===== src/ptc_map.svh =====
// Register offsets, field positions, reset values and timing counts.
`ifndef PTC_MAP_SVH
`define PTC_MAP_SVH
// ==========================================================================
// Register offsets
`define PTC_OFS_CTRL      12'h600
`define PTC_OFS_NSL       12'h604
`define PTC_OFS_NSH       12'h606
`define PTC_OFS_SL        12'h608
`define PTC_OFS_SH        12'h60A
`define PTC_OFS_PHASE     12'h60C
`define PTC_OFS_RATEL     12'h610
`define PTC_OFS_RATEH     12'h612
`define PTC_OFS_DURL      12'h614
`define PTC_OFS_DURH      12'h616
// ==========================================================================
// Field positions
`define PTC_BIT_RESET     0
`define PTC_BIT_RUN       1
`define PTC_BIT_CONT      2
`define PTC_BIT_LOAD      3
`define PTC_BIT_READ      4
`define PTC_BIT_STEPDIR   5
`define PTC_BIT_STEP      6
`define PTC_BIT_TEMP      14
`define PTC_BIT_RATEDIR   15
// ==========================================================================
// Reset values and timing
`define PTC_RUN_RESET     1'b1
`define PTC_WORD_RESET    16'h0000
`define PTC_CLK_PERIOD_NS 20
`define PTC_REF_PERIOD_NS 40
`define PTC_REF_DIV       (`PTC_REF_PERIOD_NS / `PTC_CLK_PERIOD_NS)
`define PTC_NS_PER_SEC    30'h3B9ACA00
`endif


===== src/ptc_pkg.sv =====
// Types shared by the time clock core.
package ptc_pkg;
    typedef logic [29:0] ptc_ns_type;
    typedef logic [31:0] ptc_sec_type;
    typedef enum logic [2:0] {
        PTC_ACT_NONE,
        PTC_ACT_RESET,
        PTC_ACT_LOAD,
        PTC_ACT_STEP,
        PTC_ACT_TICK
    } ptc_act_type;
endpackage : ptc_pkg


===== src/ptc_ref_tick.sv =====
// Reference period tick generator for the time clock.
`timescale 1ns/1ps
`include "ptc_map.svh"
module ptc_ref_tick (
    input  wire logic clk,
    input  wire logic reset_n,
    output logic      tick_q
);
    logic [3:0] cnt_q;
    wire        last = (cnt_q == 4'(`PTC_REF_DIV - 1));

    always_ff @(posedge clk or negedge reset_n) begin
        if (!reset_n) begin
            cnt_q  <= 4'h0;
            tick_q <= 1'b0;
        end else begin
            cnt_q  <= last ? 4'h0 : cnt_q + 4'h1;
            tick_q <= last;
        end
    end
endmodule : ptc_ref_tick


===== src/ptc_core.sv =====
// Time clock core with its host register file.
// Behaviour
// - Continuous enable applies rate every reference cycle; direction 0 adds.
// - Run enable resets to 1; clear freezes the time clock.
// - Writing 1 to reset request zeroes the time; the bit self-clears.
// - Nanoseconds are 30 bits split over low word and high bits 13..0.
// - Nanosecond high bits 15..14 are plain storage outside the counter.
// - Seconds are 32 bits split into low and high words.
// - Time advances once per 40 ns; sub-phase shows the 8 ns slice.
// - Sub-phase codes 000 to 100 mean 0 to 32 ns.
// - Any host write to a time word forces sub-phase to zero.
// - Rate is 30 bits in 2^-32 ns units from two words.
// - Each reference cycle adds the period plus or minus the rate.
// - A zero rate disables continuous and temporary adjustment.
// - Read snapshot copies live time into the time registers, self-clears.
// - Load copies the time registers into the live clock, self-clears.
// - Step adds or subtracts the nanosecond registers, by step direction.
// - Temporary enable applies rate for a counted duration, then clears.
`timescale 1ns/1ps
`include "ptc_map.svh"
module ptc_core
    import ptc_pkg::*;
(
    input  wire logic        clk,
    input  wire logic        reset_n,
    input  wire logic [11:0] host_addr,
    input  wire logic        host_wr,
    input  wire logic        host_rd,
    input  wire logic [15:0] host_wdata,
    output logic      [15:0] host_rdata_q
);
    // ======================================================================
    // Storage
    logic        run_q, cont_q, step_dir_q, rate_dir_q, temp_q;
    logic        req_rst_q, req_load_q, req_read_q, req_step_q;
    logic [15:0] nsl_q, nsh_q, sl_q, sh_q, rate_l_q, dur_l_q, dur_h_q;
    logic [13:0] rate_h_q;
    logic [2:0]  phase_q, rtc_phase_q, rtc_phase_d;
    logic [31:0] dur_cnt_q, rtc_frac_q, rtc_frac_d;
    ptc_ns_type  rtc_ns_q, rtc_ns_d;
    ptc_sec_type rtc_sec_q, rtc_sec_d;
    ptc_act_type act;
    logic        tick;
    logic [15:0] rd_mux;

    ptc_ref_tick u_tick (
        .clk     (clk),
        .reset_n (reset_n),
        .tick_q  (tick)
    );

    // ======================================================================
    // Address decode
    wire wr_ctrl  = host_wr && (host_addr == `PTC_OFS_CTRL);
    wire wr_nsl   = host_wr && (host_addr == `PTC_OFS_NSL);
    wire wr_nsh   = host_wr && (host_addr == `PTC_OFS_NSH);
    wire wr_sl    = host_wr && (host_addr == `PTC_OFS_SL);
    wire wr_sh    = host_wr && (host_addr == `PTC_OFS_SH);
    wire wr_phase = host_wr && (host_addr == `PTC_OFS_PHASE);
    wire wr_ratel = host_wr && (host_addr == `PTC_OFS_RATEL);
    wire wr_rateh = host_wr && (host_addr == `PTC_OFS_RATEH);
    wire wr_durl  = host_wr && (host_addr == `PTC_OFS_DURL);
    wire wr_durh  = host_wr && (host_addr == `PTC_OFS_DURH);
    wire wr_time  = wr_nsl || wr_nsh || wr_sl || wr_sh;

    // ======================================================================
    // Time arithmetic
    wire [31:0] rate_val = {2'b00, rate_h_q, rate_l_q};
    wire        rate_on  = (cont_q || temp_q) && (rate_val != 32'h0);
    wire [29:0] step_val = {nsh_q[13:0], nsl_q};
    wire [61:0] cur_fix  = {rtc_ns_q, rtc_frac_q};
    wire [61:0] base_fix = cur_fix + {30'(`PTC_REF_PERIOD_NS), 32'h0};
    wire [61:0] rate_fix = {30'h0, rate_val};
    // Direction 0 speeds the clock up, direction 1 slows it down.
    wire [61:0] adj_fix  = !rate_on ? base_fix :
                           (rate_dir_q ? base_fix - rate_fix
                                       : base_fix + rate_fix);
    wire [29:0] adj_ns   = adj_fix[61:32];
    wire        tick_wr  = (adj_ns >= `PTC_NS_PER_SEC);
    wire [30:0] step_sum = {1'b0, rtc_ns_q} + {1'b0, step_val};
    wire        step_wr  = (step_sum >= {1'b0, `PTC_NS_PER_SEC});
    wire        step_un  = (rtc_ns_q < step_val);
    wire        dur_done = (dur_cnt_q == 32'h0) ||
                           ((act == PTC_ACT_TICK) && (dur_cnt_q == 32'h1));

    // A step or load in a tick cycle takes the place of that tick.
    always_comb begin
        if (req_rst_q) begin
            act = PTC_ACT_RESET;
        end else if (req_load_q) begin
            act = PTC_ACT_LOAD;
        end else if (req_step_q) begin
            act = PTC_ACT_STEP;
        end else if (run_q && tick) begin
            act = PTC_ACT_TICK;
        end else begin
            act = PTC_ACT_NONE;
        end
    end

    always_comb begin
        rtc_ns_d    = rtc_ns_q;
        rtc_sec_d   = rtc_sec_q;
        rtc_frac_d  = rtc_frac_q;
        rtc_phase_d = rtc_phase_q;
        case (act)
            PTC_ACT_RESET: begin
                rtc_ns_d    = 30'h0;
                rtc_sec_d   = 32'h0;
                rtc_frac_d  = 32'h0;
                rtc_phase_d = 3'b000;
            end
            PTC_ACT_LOAD: begin
                rtc_ns_d    = step_val;
                rtc_sec_d   = {sh_q, sl_q};
                rtc_frac_d  = 32'h0;
                rtc_phase_d = phase_q;
            end
            PTC_ACT_STEP: begin
                if (step_dir_q) begin
                    rtc_ns_d  = step_wr ? 30'(step_sum - {1'b0,
                                `PTC_NS_PER_SEC}) : step_sum[29:0];
                    rtc_sec_d = rtc_sec_q + {31'h0, step_wr};
                end else begin
                    rtc_ns_d  = step_un ? 30'(rtc_ns_q + `PTC_NS_PER_SEC
                                - step_val) : rtc_ns_q - step_val;
                    rtc_sec_d = rtc_sec_q - {31'h0, step_un};
                end
            end
            PTC_ACT_TICK: begin
                rtc_ns_d   = tick_wr ? adj_ns - `PTC_NS_PER_SEC : adj_ns;
                rtc_sec_d  = rtc_sec_q + {31'h0, tick_wr};
                rtc_frac_d = adj_fix[31:0];
            end
            default: begin
                rtc_ns_d = rtc_ns_q;
            end
        endcase
    end

    always_ff @(posedge clk or negedge reset_n) begin
        if (!reset_n) begin
            rtc_ns_q    <= 30'h0;
            rtc_sec_q   <= 32'h0;
            rtc_frac_q  <= 32'h0;
            rtc_phase_q <= 3'b000;
        end else begin
            rtc_ns_q    <= rtc_ns_d;
            rtc_sec_q   <= rtc_sec_d;
            rtc_frac_q  <= rtc_frac_d;
            rtc_phase_q <= rtc_phase_d;
        end
    end

    // ======================================================================
    // Control and self-clearing requests
    always_ff @(posedge clk or negedge reset_n) begin
        if (!reset_n) begin
            run_q      <= `PTC_RUN_RESET;
            cont_q     <= 1'b0;
            step_dir_q <= 1'b0;
            req_rst_q  <= 1'b0;
            req_load_q <= 1'b0;
            req_read_q <= 1'b0;
            req_step_q <= 1'b0;
        end else begin
            if (wr_ctrl) begin
                run_q      <= host_wdata[`PTC_BIT_RUN];
                cont_q     <= host_wdata[`PTC_BIT_CONT];
                step_dir_q <= host_wdata[`PTC_BIT_STEPDIR];
            end
            req_rst_q  <= wr_ctrl && host_wdata[`PTC_BIT_RESET];
            req_load_q <= wr_ctrl && host_wdata[`PTC_BIT_LOAD];
            req_read_q <= wr_ctrl && host_wdata[`PTC_BIT_READ];
            req_step_q <= wr_ctrl && host_wdata[`PTC_BIT_STEP];
        end
    end

    // A host write that starts an adjustment wins over the expiry.
    always_ff @(posedge clk or negedge reset_n) begin
        if (!reset_n) begin
            rate_l_q   <= `PTC_WORD_RESET;
            rate_h_q   <= 14'h0;
            rate_dir_q <= 1'b0;
            temp_q     <= 1'b0;
            dur_l_q    <= `PTC_WORD_RESET;
            dur_h_q    <= `PTC_WORD_RESET;
            dur_cnt_q  <= 32'h0;
        end else begin
            if (wr_ratel) rate_l_q <= host_wdata;
            if (wr_durl) dur_l_q <= host_wdata;
            if (wr_durh) dur_h_q <= host_wdata;
            if (wr_rateh) begin
                rate_h_q   <= host_wdata[13:0];
                rate_dir_q <= host_wdata[`PTC_BIT_RATEDIR];
                temp_q     <= host_wdata[`PTC_BIT_TEMP];
                dur_cnt_q  <= {dur_h_q, dur_l_q};
            end else begin
                if (temp_q && dur_done) temp_q <= 1'b0;
                if (temp_q && (act == PTC_ACT_TICK))
                    dur_cnt_q <= dur_cnt_q - 32'h1;
            end
        end
    end

    // ======================================================================
    // Time registers: host writes win over a snapshot in the same cycle.
    always_ff @(posedge clk or negedge reset_n) begin
        if (!reset_n) begin
            nsl_q   <= `PTC_WORD_RESET;
            nsh_q   <= `PTC_WORD_RESET;
            sl_q    <= `PTC_WORD_RESET;
            sh_q    <= `PTC_WORD_RESET;
            phase_q <= 3'b000;
        end else begin
            if (wr_nsl) nsl_q <= host_wdata;
            else if (req_read_q) nsl_q <= rtc_ns_q[15:0];
            if (wr_nsh) nsh_q <= host_wdata;
            else if (req_read_q) nsh_q <= {nsh_q[15:14], rtc_ns_q[29:16]};
            if (wr_sl) sl_q <= host_wdata;
            else if (req_read_q) sl_q <= rtc_sec_q[15:0];
            if (wr_sh) sh_q <= host_wdata;
            else if (req_read_q) sh_q <= rtc_sec_q[31:16];
            if (wr_phase) phase_q <= host_wdata[2:0];
            else if (wr_time) phase_q <= 3'b000;
            else if (req_read_q) phase_q <= rtc_phase_q;
        end
    end

    // ======================================================================
    // Read path: one cycle latency, unmapped offsets read zero.
    always_comb begin
        if (host_addr == `PTC_OFS_CTRL) begin
            rd_mux = {13'h0, cont_q, run_q, 1'b0}
                   | (16'(step_dir_q) << `PTC_BIT_STEPDIR);
        end else if (host_addr == `PTC_OFS_NSL) begin
            rd_mux = nsl_q;
        end else if (host_addr == `PTC_OFS_NSH) begin
            rd_mux = nsh_q;
        end else if (host_addr == `PTC_OFS_SL) begin
            rd_mux = sl_q;
        end else if (host_addr == `PTC_OFS_SH) begin
            rd_mux = sh_q;
        end else if (host_addr == `PTC_OFS_PHASE) begin
            rd_mux = {13'h0, phase_q};
        end else if (host_addr == `PTC_OFS_RATEL) begin
            rd_mux = rate_l_q;
        end else if (host_addr == `PTC_OFS_RATEH) begin
            rd_mux = {rate_dir_q, temp_q, rate_h_q};
        end else if (host_addr == `PTC_OFS_DURL) begin
            rd_mux = dur_l_q;
        end else if (host_addr == `PTC_OFS_DURH) begin
            rd_mux = dur_h_q;
        end else begin
            rd_mux = 16'h0000;
        end
    end

    always_ff @(posedge clk or negedge reset_n) begin
        if (!reset_n) host_rdata_q <= 16'h0000;
        else if (host_rd) host_rdata_q <= rd_mux;
    end
endmodule : ptc_core


===== config.mk =====
export PLATFORM = sky130hd
export DESIGN_NAME = ptc_core
export DESIGN_NICKNAME = d
export VERILOG_FILES = /design/src/ptc_pkg.sv /design/src/ptc_ref_tick.sv /design/src/ptc_core.sv
export VERILOG_INCLUDE_DIRS = /design/src
export SDC_FILE = /design/constraint.sdc
export NUM_CORES = 1
export LEC_CHECK = 0
export ABC_AREA = 1
export ABC_CLOCK_PERIOD_IN_PS = 7250
export BUFFER_PORTS_ARGS = -buffer_cell sky130_fd_sc_hd__buf_4
export CORE_AREA = 2 2 282 284
export CTS_BUF_LIST = sky130_fd_sc_hd__clkbuf_2 sky130_fd_sc_hd__clkbuf_4 sky130_fd_sc_hd__clkbuf_8
export CTS_CLUSTER_DIAMETER = 150
export DETAILED_ROUTE_END_ITERATION = 6
export DIE_AREA = 0 0 284 286
export PLACE_DENSITY_LB_ADDON = 0.2
export SYNTH_ARGS = -nofsm -noshare
export SYNTH_HDL_FRONTEND = slang
export SYNTH_SLANG_ARGS = --single-unit

===== constraint.sdc =====
create_clock -name clk -period 7.25 [get_ports clk]
set_input_delay 1.0875 -clock clk [delete_from_list [all_inputs] [get_ports clk]]
set_output_delay 1.0875 -clock clk [all_outputs]
set_load 0.02 [all_outputs]

[Word-level counts from Yosys, hierarchy flattened]
Cells that the tools add are included.
Cells by class
  bitwise gates (word level): 1
  reductions and logical operators: 37
  $lt $le $gt $ge: 3
  eq/ne operators: 16
  add/subtract/negate cells: 14
  multiplexer cells: 41
Operators by type and width (number)
  $mux W16: 17
  $pmux W32 S4: 1
  $mux W62: 2
  $eq A12 B11 Y1 const B: 10
  $mux W30: 4
  $pmux W30 S4: 1
  $mux W32: 3
  $add A32 B1 Y32: 2
  $pmux W32 S2: 1
  $add A62 B30 Y62: 1
  $add A62 B38 Y62 const B: 1
  $sub A62 B30 Y62: 1
  $sub A30 B30 Y30: 2
  $sub A30 B30 Y30 const B: 2
  $eq A32 B1 Y1 const B: 1
  $logic_not A32 Y1: 1
  $reduce_bool A32 Y1: 1
  $sub A32 B1 Y32: 1
  $sub A32 B1 Y32 const B: 1
  $add A30 B30 Y31: 1
  $ge A31 B30 Y1 const B: 1
  $add A30 B30 Y30 const B: 1
  $ge A30 B30 Y1 const B: 1
  $lt A30 B30 Y1: 1
  17 further kinds: 54
Word-level totals
  bits of input ports: 32
  bits in registers: 288
  output and inout port bits: 16
  word-level logic and storage cells: 139

[Longest topological paths before layout]
Gate-level depths: netlist of the first run.
  depth in word-level cells: 11
  mapped depth: 60
  gate-level depth less buffers: 59

[Modules after synthesis]
A second synthesis of the first run with hierarchy kept.
Unflattened totals
  cells, all modules: 5064
  area total of the unflattened synthesis: 30919.7 µm²
By module, submodules not included
  ptc_core: sequential area each 7083.0 µm², times used 1, cells an instance 5042, area each 30719.5 µm²
  ptc_ref_tick: sequential area each 125.1 µm², times used 1, cells an instance 22, area each 200.2 µm²

[Least setup slack after synthesis of the first run]
Ideal clock, no wire load.
  kind: register to register
  from: register rate_l_q[2]
  to: register rtc_sec_q[22]
  path buffers: 2
  library setup time: 0.125 ns
  required time: 7.125 ns
  stages on the path, launching flop included: 56
  slack: 0.625 ns
  clock period less this slack: 6.625 ns
  data arrival time: 6.500 ns
  path through: dfrtp_1 > nor3_1 > and3_1 > nand2_1 > nor3_1 > nand2_1 > nor4_2 > nand2_1 > nor2_1 > nand4_1 > inv_1 > nand2_1 > clkbuf_1 > nor2_1 > ha_1 > o21ai_0 > ha_1 > nand2_1 > (+20 left out) > ha_1 > fa_1 > nand3_1 > nand3_1 > nand2_1 > nand2_1 > a21oi_1 > nor2_1 > o21ai_0 > nand2_1 > nand2_1 > nand2_1 > a21oi_1 > o21ai_0 > a21oi_1 > nand2_1 > nand3_1 > nand3_1
On the way
  word-level cells in the longest chain between the ends: 6
  elaborated cells on any way between the ends: 9
  those cells by class: add/sub (3); order compare (1); mux (3); reduce/logical (2)
Ends and longest elaborated chain
  start, declared: line ptc_core.sv:36  | logic [15:0] nsl_q, nsh_q, sl_q, sh_q, rate_l_q, dur_l_q, dur_h_q;
  start signal, assigned: line ptc_core.sv:182  | rate_l_q <= `PTC_WORD_RESET;
  start signal, assigned: line ptc_core.sv:190  | if (wr_ratel) rate_l_q <= host_wdata;
  $add A62 B30 Y62 (tied with other cells): line ptc_core.sv:77  | : base_fix + rate_fix);
  $mux W62 or $logic_and A1 B1 Y1 (tied branches): line ptc_core.sv:76, ptc_core.sv:69
  $mux W62 (*): line ptc_core.sv:75  | wire [61:0] adj_fix = !rate_on ? base_fix :
  $ge A30 B30 Y1 (no line) (*)
  $add A32 B1 Y32 (*): line ptc_core.sv:132  | rtc_sec_d = rtc_sec_q + {31'h0, tick_wr};
  $pmux W32 S4 (*): line ptc_core.sv:106  | case (act)
  end signal, assigned: line ptc_core.sv:149  | rtc_sec_q <= rtc_sec_d;
  end, declared: line ptc_core.sv:41  | ptc_sec_type rtc_sec_q, rtc_sec_d;
Mark *: on every way between the ends. The rest lies on a longest branch, timed or not.
A chain may end at the register's enable or synchronous reset.

[Final worst setup path of the first run]
  from: register rate_l_q[0]
  to: register rtc_sec_q[10]
The elaborated chain is that of the path after synthesis.

==> results of run 1 <==
-- path summary, 6_finish.rpt --
path | from | endpoint | slack [ps] | cells after the start
max | rate_l_q[0] | rtc_sec_q[10] | 340 | 53
min | reset_n | rtc_frac_q[9] | 430 | 1
max reg2reg | rate_l_q[0] | rtc_sec_q[10] | 340 | 53
min reg2reg | u_tick.cnt_q[3] | u_tick.cnt_q[3] | 470 | 1
max in group asynchronous | reset_n | rtc_ns_q[29] | 5390 | 2
min in group clk | u_tick.cnt_q[3] | u_tick.cnt_q[3] | 470 | 1
-- flip-flops by register name, summed over array words and instances (netlist names), 3 cells and up --
signal,flops
rate_h_q,14
nsh_q,16
rtc_phase_q,3
dur_h_q,16
rate_l_q,16
rtc_frac_q,32
dur_cnt_q,32
host_rdata_q,16
sh_q,16
u_tick.cnt_q,4
sl_q,16
rtc_ns_q,30
dur_l_q,16
rtc_sec_q,32
phase_q,3
nsl_q,16
-- metal layers --
metal,up-vias,share of wire (%)
li1,16600,-
met1,16200,45
met2,1456,41
met3,266,9.4
met4,6,4.3
met5,-,0.032
-- layout make-up --
| type | count | area share (%) |
|---|---|---|
| diodes | 2 | 0.0138 |
| clock buffers | 80 | 2.88 |
| clock inverters | 21 | 0.870 |
| inverters | 801 | 8.31 |
| multi-input cells | 3765 | 58.3 |
| flip-flops and latches | 288 | 19.9 |
| well taps | 1050 | 3.63 |
| repair buffers | 292 | 6.14 |
-- logic make-up (layout without fill, tap and decap cells) --
kind of cell,after synthesis,in the layout,synth area share (%)
DFF,288,288,23.2
adders and majority gates,220,220,9.38
buffers and inverters,939,1194,11.8
AOI/OAI and AO/OA,817,817,15.7
xor gates and xnor gates,161,161,4.54
other,0,2,0
and+or+nand+nor,2567,2567,35.3
-- Yosys cell counts (4+ instances only) --
master / count / area [um^2]
nand2_1: 1442 / 5410
inv_1: 751 / 2820
nor2_1: 426 / 1600
nand3_1: 408 / 2040
o21ai_0: 288 / 1440
dfrtp_1: 287 / 7180
a21oi_1: 243 / 1220
ha_1: 199 / 2490
xor2_1: 109 / 955
nand4_1: 86 / 538
clkbuf_1: 85 / 319
o211ai_1: 68 / 510
nor3_1: 58 / 290
xnor2_1: 52 / 455
o221ai_1: 51 / 447
inv_2: 39 / 146
nand2_2: 34 / 213
nor2_2: 33 / 206
o2111ai_1: 28 / 245
buf_2: 25 / 125
o22ai_1: 23 / 144
a31oi_1: 21 / 131
fa_1: 21 / 420
or2_2: 19 / 119
o21ai_1: 18 / 90.1
o21bai_1: 14 / 105
buf_4: 13 / 97.6
nor4_1: 12 / 75.1
a221oi_1: 11 / 96.3
nand3b_1: 11 / 82.6
a21oi_2: 10 / 87.6
clkinv_1: 10 / 37.5
a32o_1: 9 / 90.1
buf_1: 9 / 33.8
nor2_4: 8 / 90.1
o21a_1: 7 / 52.6
a21o_1: 6 / 45.0
and3_1: 6 / 37.5
buf_6: 5 / 56.3
nor3_2: 5 / 50.1
nand3_2: 4 / 40.0
o31ai_1: 4 / 30.0
-- stage by stage --
stage               hold WS [ps]  std cells  power, uW
floorplan                    434       4992       2740
global placement             457       6169       3420
detailed placement           455       6169       3420
CTS                          443       6272       5430
global route                 466       6298       5970
finish                       426       6299       5670
-- critical path, delay by kind of cell, from the launching register on --
kind | cells | cell delay, ps
flops | 1 | 390
fa+ha+maj | 4 | 1050
simple gates | 36 | 3950
buf+inv | 9 | 730
compound gates | 4 | 660
-- what timing repair did --
action                                  4_1_cts  5_1_grt
endpoints found under the setup margin       16       23
pin swaps                                     2       95
resized for setup                            10      276
buffers inserted                              2       25
-- power groups by stage --
| stage | Combinational, uW | Clock [uW] | Sequential (uW) |
|---|---|---|---|
| floorplan | 1080 | 0 | 1670 |
| finish | 2030 | 2000 | 1650 |
| global route | 2230 | 2090 | 1650 |
| detailed placement | 1750 | 0 | 1670 |
| global placement | 1750 | 0 | 1670 |
| CTS | 1770 | 2020 | 1640 |
==> impl_metrics.ini, run 1 <==
[run_status]
status = finished, final reports clean

[synth]
synth_edf_count = 0
yosysSeqAreaShare_pct = 23.2
yosys_warnings = 0
syn_nets = 5244
postSynthAreaPerCell_um2 = 6.22
syn-cell-area_mm2 = 0.0310
yosysUniqueCellTypes = 62
synth-main-ff-cell = dfrtp_1
synth-seq-cells = 288
syn_inst = 4992
async_flop_share_pct = 100

[sta]
relSlewSlack_pct = 23.1
clock.fmax_mhz = 145
setup-tns-final_ps = 0
hold_viol_final = 0
maxSlewViolCount = 0
setup_viol_count_final = 0
period_minus_slack_ps = 6910
tightest_slew_ps = 1150
rsz0062_at_grt = yes
finClkSkew_ps = 67.5
layout_setup_ws_ps = 337
post-route-period-util_pct = 95.4

[grt]
grt.total_usage_pct = 31.1
grt.met3_usage_pct = 6.11
antenna_found_initial = 5
use_met1_pct = 44.3
gr-total-overflow = 0
grt_busiest_layer = met2
grt_max_degree = 133
grt_pass1_vias = 32200
grtUsageMet2_pct = 46.3
grt_first_pass_wirelength_um = 195000

[power]
p_clk_share_pct = 35.2
swShare_pct = 37.8
p_switching_uw = 2150
seqPwrFrac_pct = 29.0
p_int_uw = 3530
pwr-share-comb_pct = 35.8
power_density_mw_per_mm2 = 157
leakage_uw = 0.0186
peakVddDrop_v = 0.000211

[clocking]
postCtsHoldBufs = 0
clock_path_buffers = 3
cts-buffers-inserted = 54
cts.clk_slew.worst_paths_ps = 70
cts_sinks = 288
clkLatencyLatePin_ps = 730
cts_tree = yes
cts_root_buffer = clkbuf_8
htree_levels = 2

[floorplan]
pin_count = 48
die_w_um = 284
dieArea_mm2 = 0.0812
initial_core_util_pct = 39.6
placementRows = 103
fp.dieH_um = 286
coreArea_mm2 = 0.0784

[placement]
pre_cts_slack_ps = -281
place_area_mm2 = 0.0337
hpwlAfterDp_um = 103000
portBuffers = 47
gp_congestion = 1.03

[critical_path]
required_ps = 7860
arrival_ps = 7520
worstSetupEndpointType = register
slowest_delay_ps = 400
worstSetupPathType = reg2reg
cp-start-kind = register
crit_slowest_cell = fa_2
crit_fanout = 5
cp_common_cell = nand2_2

[final_layout]
finalNetCount = 5454
fillCellCount = 8415
final_cell_mix = nand2_1 (1353), inv_1 (742), nand3_1 (390)
fin_area_mm2 = 0.0362
fin_util_pct = 46.2
multi_input_area_mm2 = 0.0211
area_growth_pct = 16.7
seq_area_mm2 = 0.00721
layout_commonest_cell = nand2_1
final_layout_size_suffix_gt1_share_pct = 14.8

[route]
vias_per_cell = 5.48
postRouteAntennaNets = 0
wl_per_cell_um = 20.7
drt_wl_total_um = 130000
drt_pre_antenna_iters = 6
drcViolationCount = 0
dr_total_vias = 34500
drtIter0Drc = 3324

[min_path]
hp-class = in2async

[run]
maxCapViolCount = 0
No activity file was read; power rests on OpenSTA's default activity.
==> run 2, diff against run 1 <==
--- a/config.mk
+++ b/config.mk
@@ -9,12 +9,13 @@
 export ABC_AREA = 1
 export ABC_CLOCK_PERIOD_IN_PS = 7250
 export BUFFER_PORTS_ARGS = -buffer_cell sky130_fd_sc_hd__buf_4
-export CORE_AREA = 2 2 282 284
+export CORE_AREA = 2 2 239 335
 export CTS_BUF_LIST = sky130_fd_sc_hd__clkbuf_2 sky130_fd_sc_hd__clkbuf_4 sky130_fd_sc_hd__clkbuf_8
 export CTS_CLUSTER_DIAMETER = 150
 export DETAILED_ROUTE_END_ITERATION = 6
-export DIE_AREA = 0 0 284 286
+export DIE_AREA = 0 0 241 337
 export PLACE_DENSITY_LB_ADDON = 0.2
+export SETUP_SLACK_MARGIN = 0.1
 export SYNTH_ARGS = -nofsm -noshare
 export SYNTH_HDL_FRONTEND = slang
 export SYNTH_SLANG_ARGS = --single-unit
==> impl_metrics.ini, run 2 (same netlist as run 1, synthesis figures left out) <==
[clocking]
htree_levels = 2
cts_root_buffer = clkbuf_8
clkLatencyLatePin_ps = 690
cts_sinks = 288
cts_tree = yes
postCtsHoldBufs = 0
cts.clk_slew.worst_paths_ps = 60
clock_path_buffers = 3
cts-buffers-inserted = 51

[sta]
finClkSkew_ps = 40.8
relSlewSlack_pct = 25.6
hold_viol_final = 0
maxSlewViolCount = 0
clock.fmax_mhz = 144
rsz0062_at_grt = yes
setup_viol_count_final = 0
period_minus_slack_ps = 6940
whs_ps = 463
post-route-period-util_pct = 95.7
tightest_slew_ps = 1110
layout_setup_ws_ps = 312

[final_layout]
finalNetCount = 5438
layout_commonest_cell = nand2_1
reg_top3 = dur_cnt_q (32), rtc_frac_q (32), rtc_sec_q (32)
area_growth_pct = 16.0
fin_area_mm2 = 0.0360
final_layout_size_suffix_gt1_share_pct = 14.0
final_cell_mix = nand2_1 (1376), inv_1 (745), nor2_1 (388)

[placement]
gp_congestion = 1.03
pre_cts_slack_ps = -197
portBuffers = 47
place_area_mm2 = 0.0337
hpwlAfterDp_um = 112000

[critical_path]
worstSetupPathType = reg2reg
cp_common_cell = nand2_1
crit_fanout = 10
crit_slowest_cell = fa_2
cp-start-kind = register
slowest_delay_ps = 400
required_ps = 7790
arrival_ps = 7470
worstSetupEndpointType = register

[min_path]
hp-class = reg2reg

[power]
power_density_mw_per_mm2 = 153
peakVddDrop_v = 0.000123
leakage_uw = 0.0185

[grt]
grt_pass1_vias = 33200
grt_first_pass_wirelength_um = 204000
antenna_found_initial = 3
gr-total-overflow = 0
grt.total_usage_pct = 33.7
grt_max_degree = 143

[floorplan]
placementRows = 122
fp.dieH_um = 337
dieArea_mm2 = 0.0812
die_w_um = 241
coreArea_mm2 = 0.0785
pin_count = 48
initial_core_util_pct = 39.5

[run_status]
status = finished, final reports clean

[route]
postRouteAntennaNets = 0
dr_total_vias = 34500
drt_wl_total_um = 139000
drt_pre_antenna_iters = 6
wl_per_cell_um = 22.1
vias_per_cell = 5.48
drtIter0Drc = 2735
drcViolationCount = 0

[run]
maxCapViolCount = 0
==> run 2: cell types whose count changed in the layout (fill, tap and decap cells not counted), sizes merged <==
cell / previous run / this run
buf: 292 / 279
clkinvlp: 5 / 1
bufinv: 6 / 3
clkinv: 18 / 15
clkbuf: 80 / 81
==> run 2: routing by layer <==
metal | wire length [um] | up-vias | share of wire [%] | track usage, %
met2 | 67300 | 1253 | 48 | 59.2
met5 | 0 | - | 0 | 0
met3 | 7760 | 418 | 5.6 | 4.09
met1 | 52200 | 16200 | 38 | 37.9
li1 | - | 16600 | - | -
met4 | 11800 | 0 | 8.5 | 23.2
==> run 2: what timing repair did <==
action                                  4_1_cts  5_1_grt
buffers inserted                              0       24
resized for setup                            20      249
cloned                                        0        0
endpoints found under the setup margin       18       24
pin swaps                                     2       85
==> run 2: report_power, final <==
group / leakage (uW) / total [uW] / internal (uW) / switching [uW]
combinational: 0.0140 / 2060 / 741 / 1310
sequential: 0.00388 / 1650 / 1620 / 21.0
clock: 0.000623 / 1800 / 1020 / 790
total: 0.0185 / 5510 / 3380 / 2120
==> run 2: worst paths after layout <==
check,from,endpoint,slack (ps),cells past startpoint
worst max-delay path,rate_l_q[0],rtc_sec_q[20],310,53
worst min-delay path,u_tick.cnt_q[3],u_tick.cnt_q[3],460,1
worst max register to register,rate_l_q[0],rtc_sec_q[20],310,53
worst min register to register,u_tick.cnt_q[3],u_tick.cnt_q[3],460,1
max in group asynchronous,reset_n,nsl_q[4],5370,2
min in group asynchronous,reset_n,dur_cnt_q[14],510,1
==> run 2: critical path: cells and delay by family (launching register included) <==
kind / cells / cell delay (ps)
flip-flops: 1 / 380
AND/OR/NAND/NOR: 39 / 4190
buffers and inverters: 6 / 730
AO/OA/AOI/OAI: 5 / 640
adder cells (fa/ha/maj): 3 / 840
==> run 2: layout make-up <==
type,count,area (um^2)
sequential,288,7210
timing repair buffer,279,2170
clock buffer,81,1030
antenna,2,5.00
clock inverter,11,151
fill,8564,42500
tap,1054,1320
inverter,801,3010
multi-input combinational,3765,21100
==> run 2: metrics by stage <==
| step | setup TNS (ps) | total power (uW) | instances | utilization (%) |
|---|---|---|---|---|
| 6_report | 0 | 5510 | 6281 | 45.9 |
| 5_1_grt | -385 | 5780 | 6280 | 45.9 |
| 4_1_cts | 0 | 5250 | 6255 | 44.5 |
| 3_5_place_dp | -1640 | 3420 | 6163 | 42.9 |
| 3_3_place_gp | -418 | 3430 | 6163 | 42.9 |
| 2_1_floorplan | 0 | 2740 | 4992 | - |
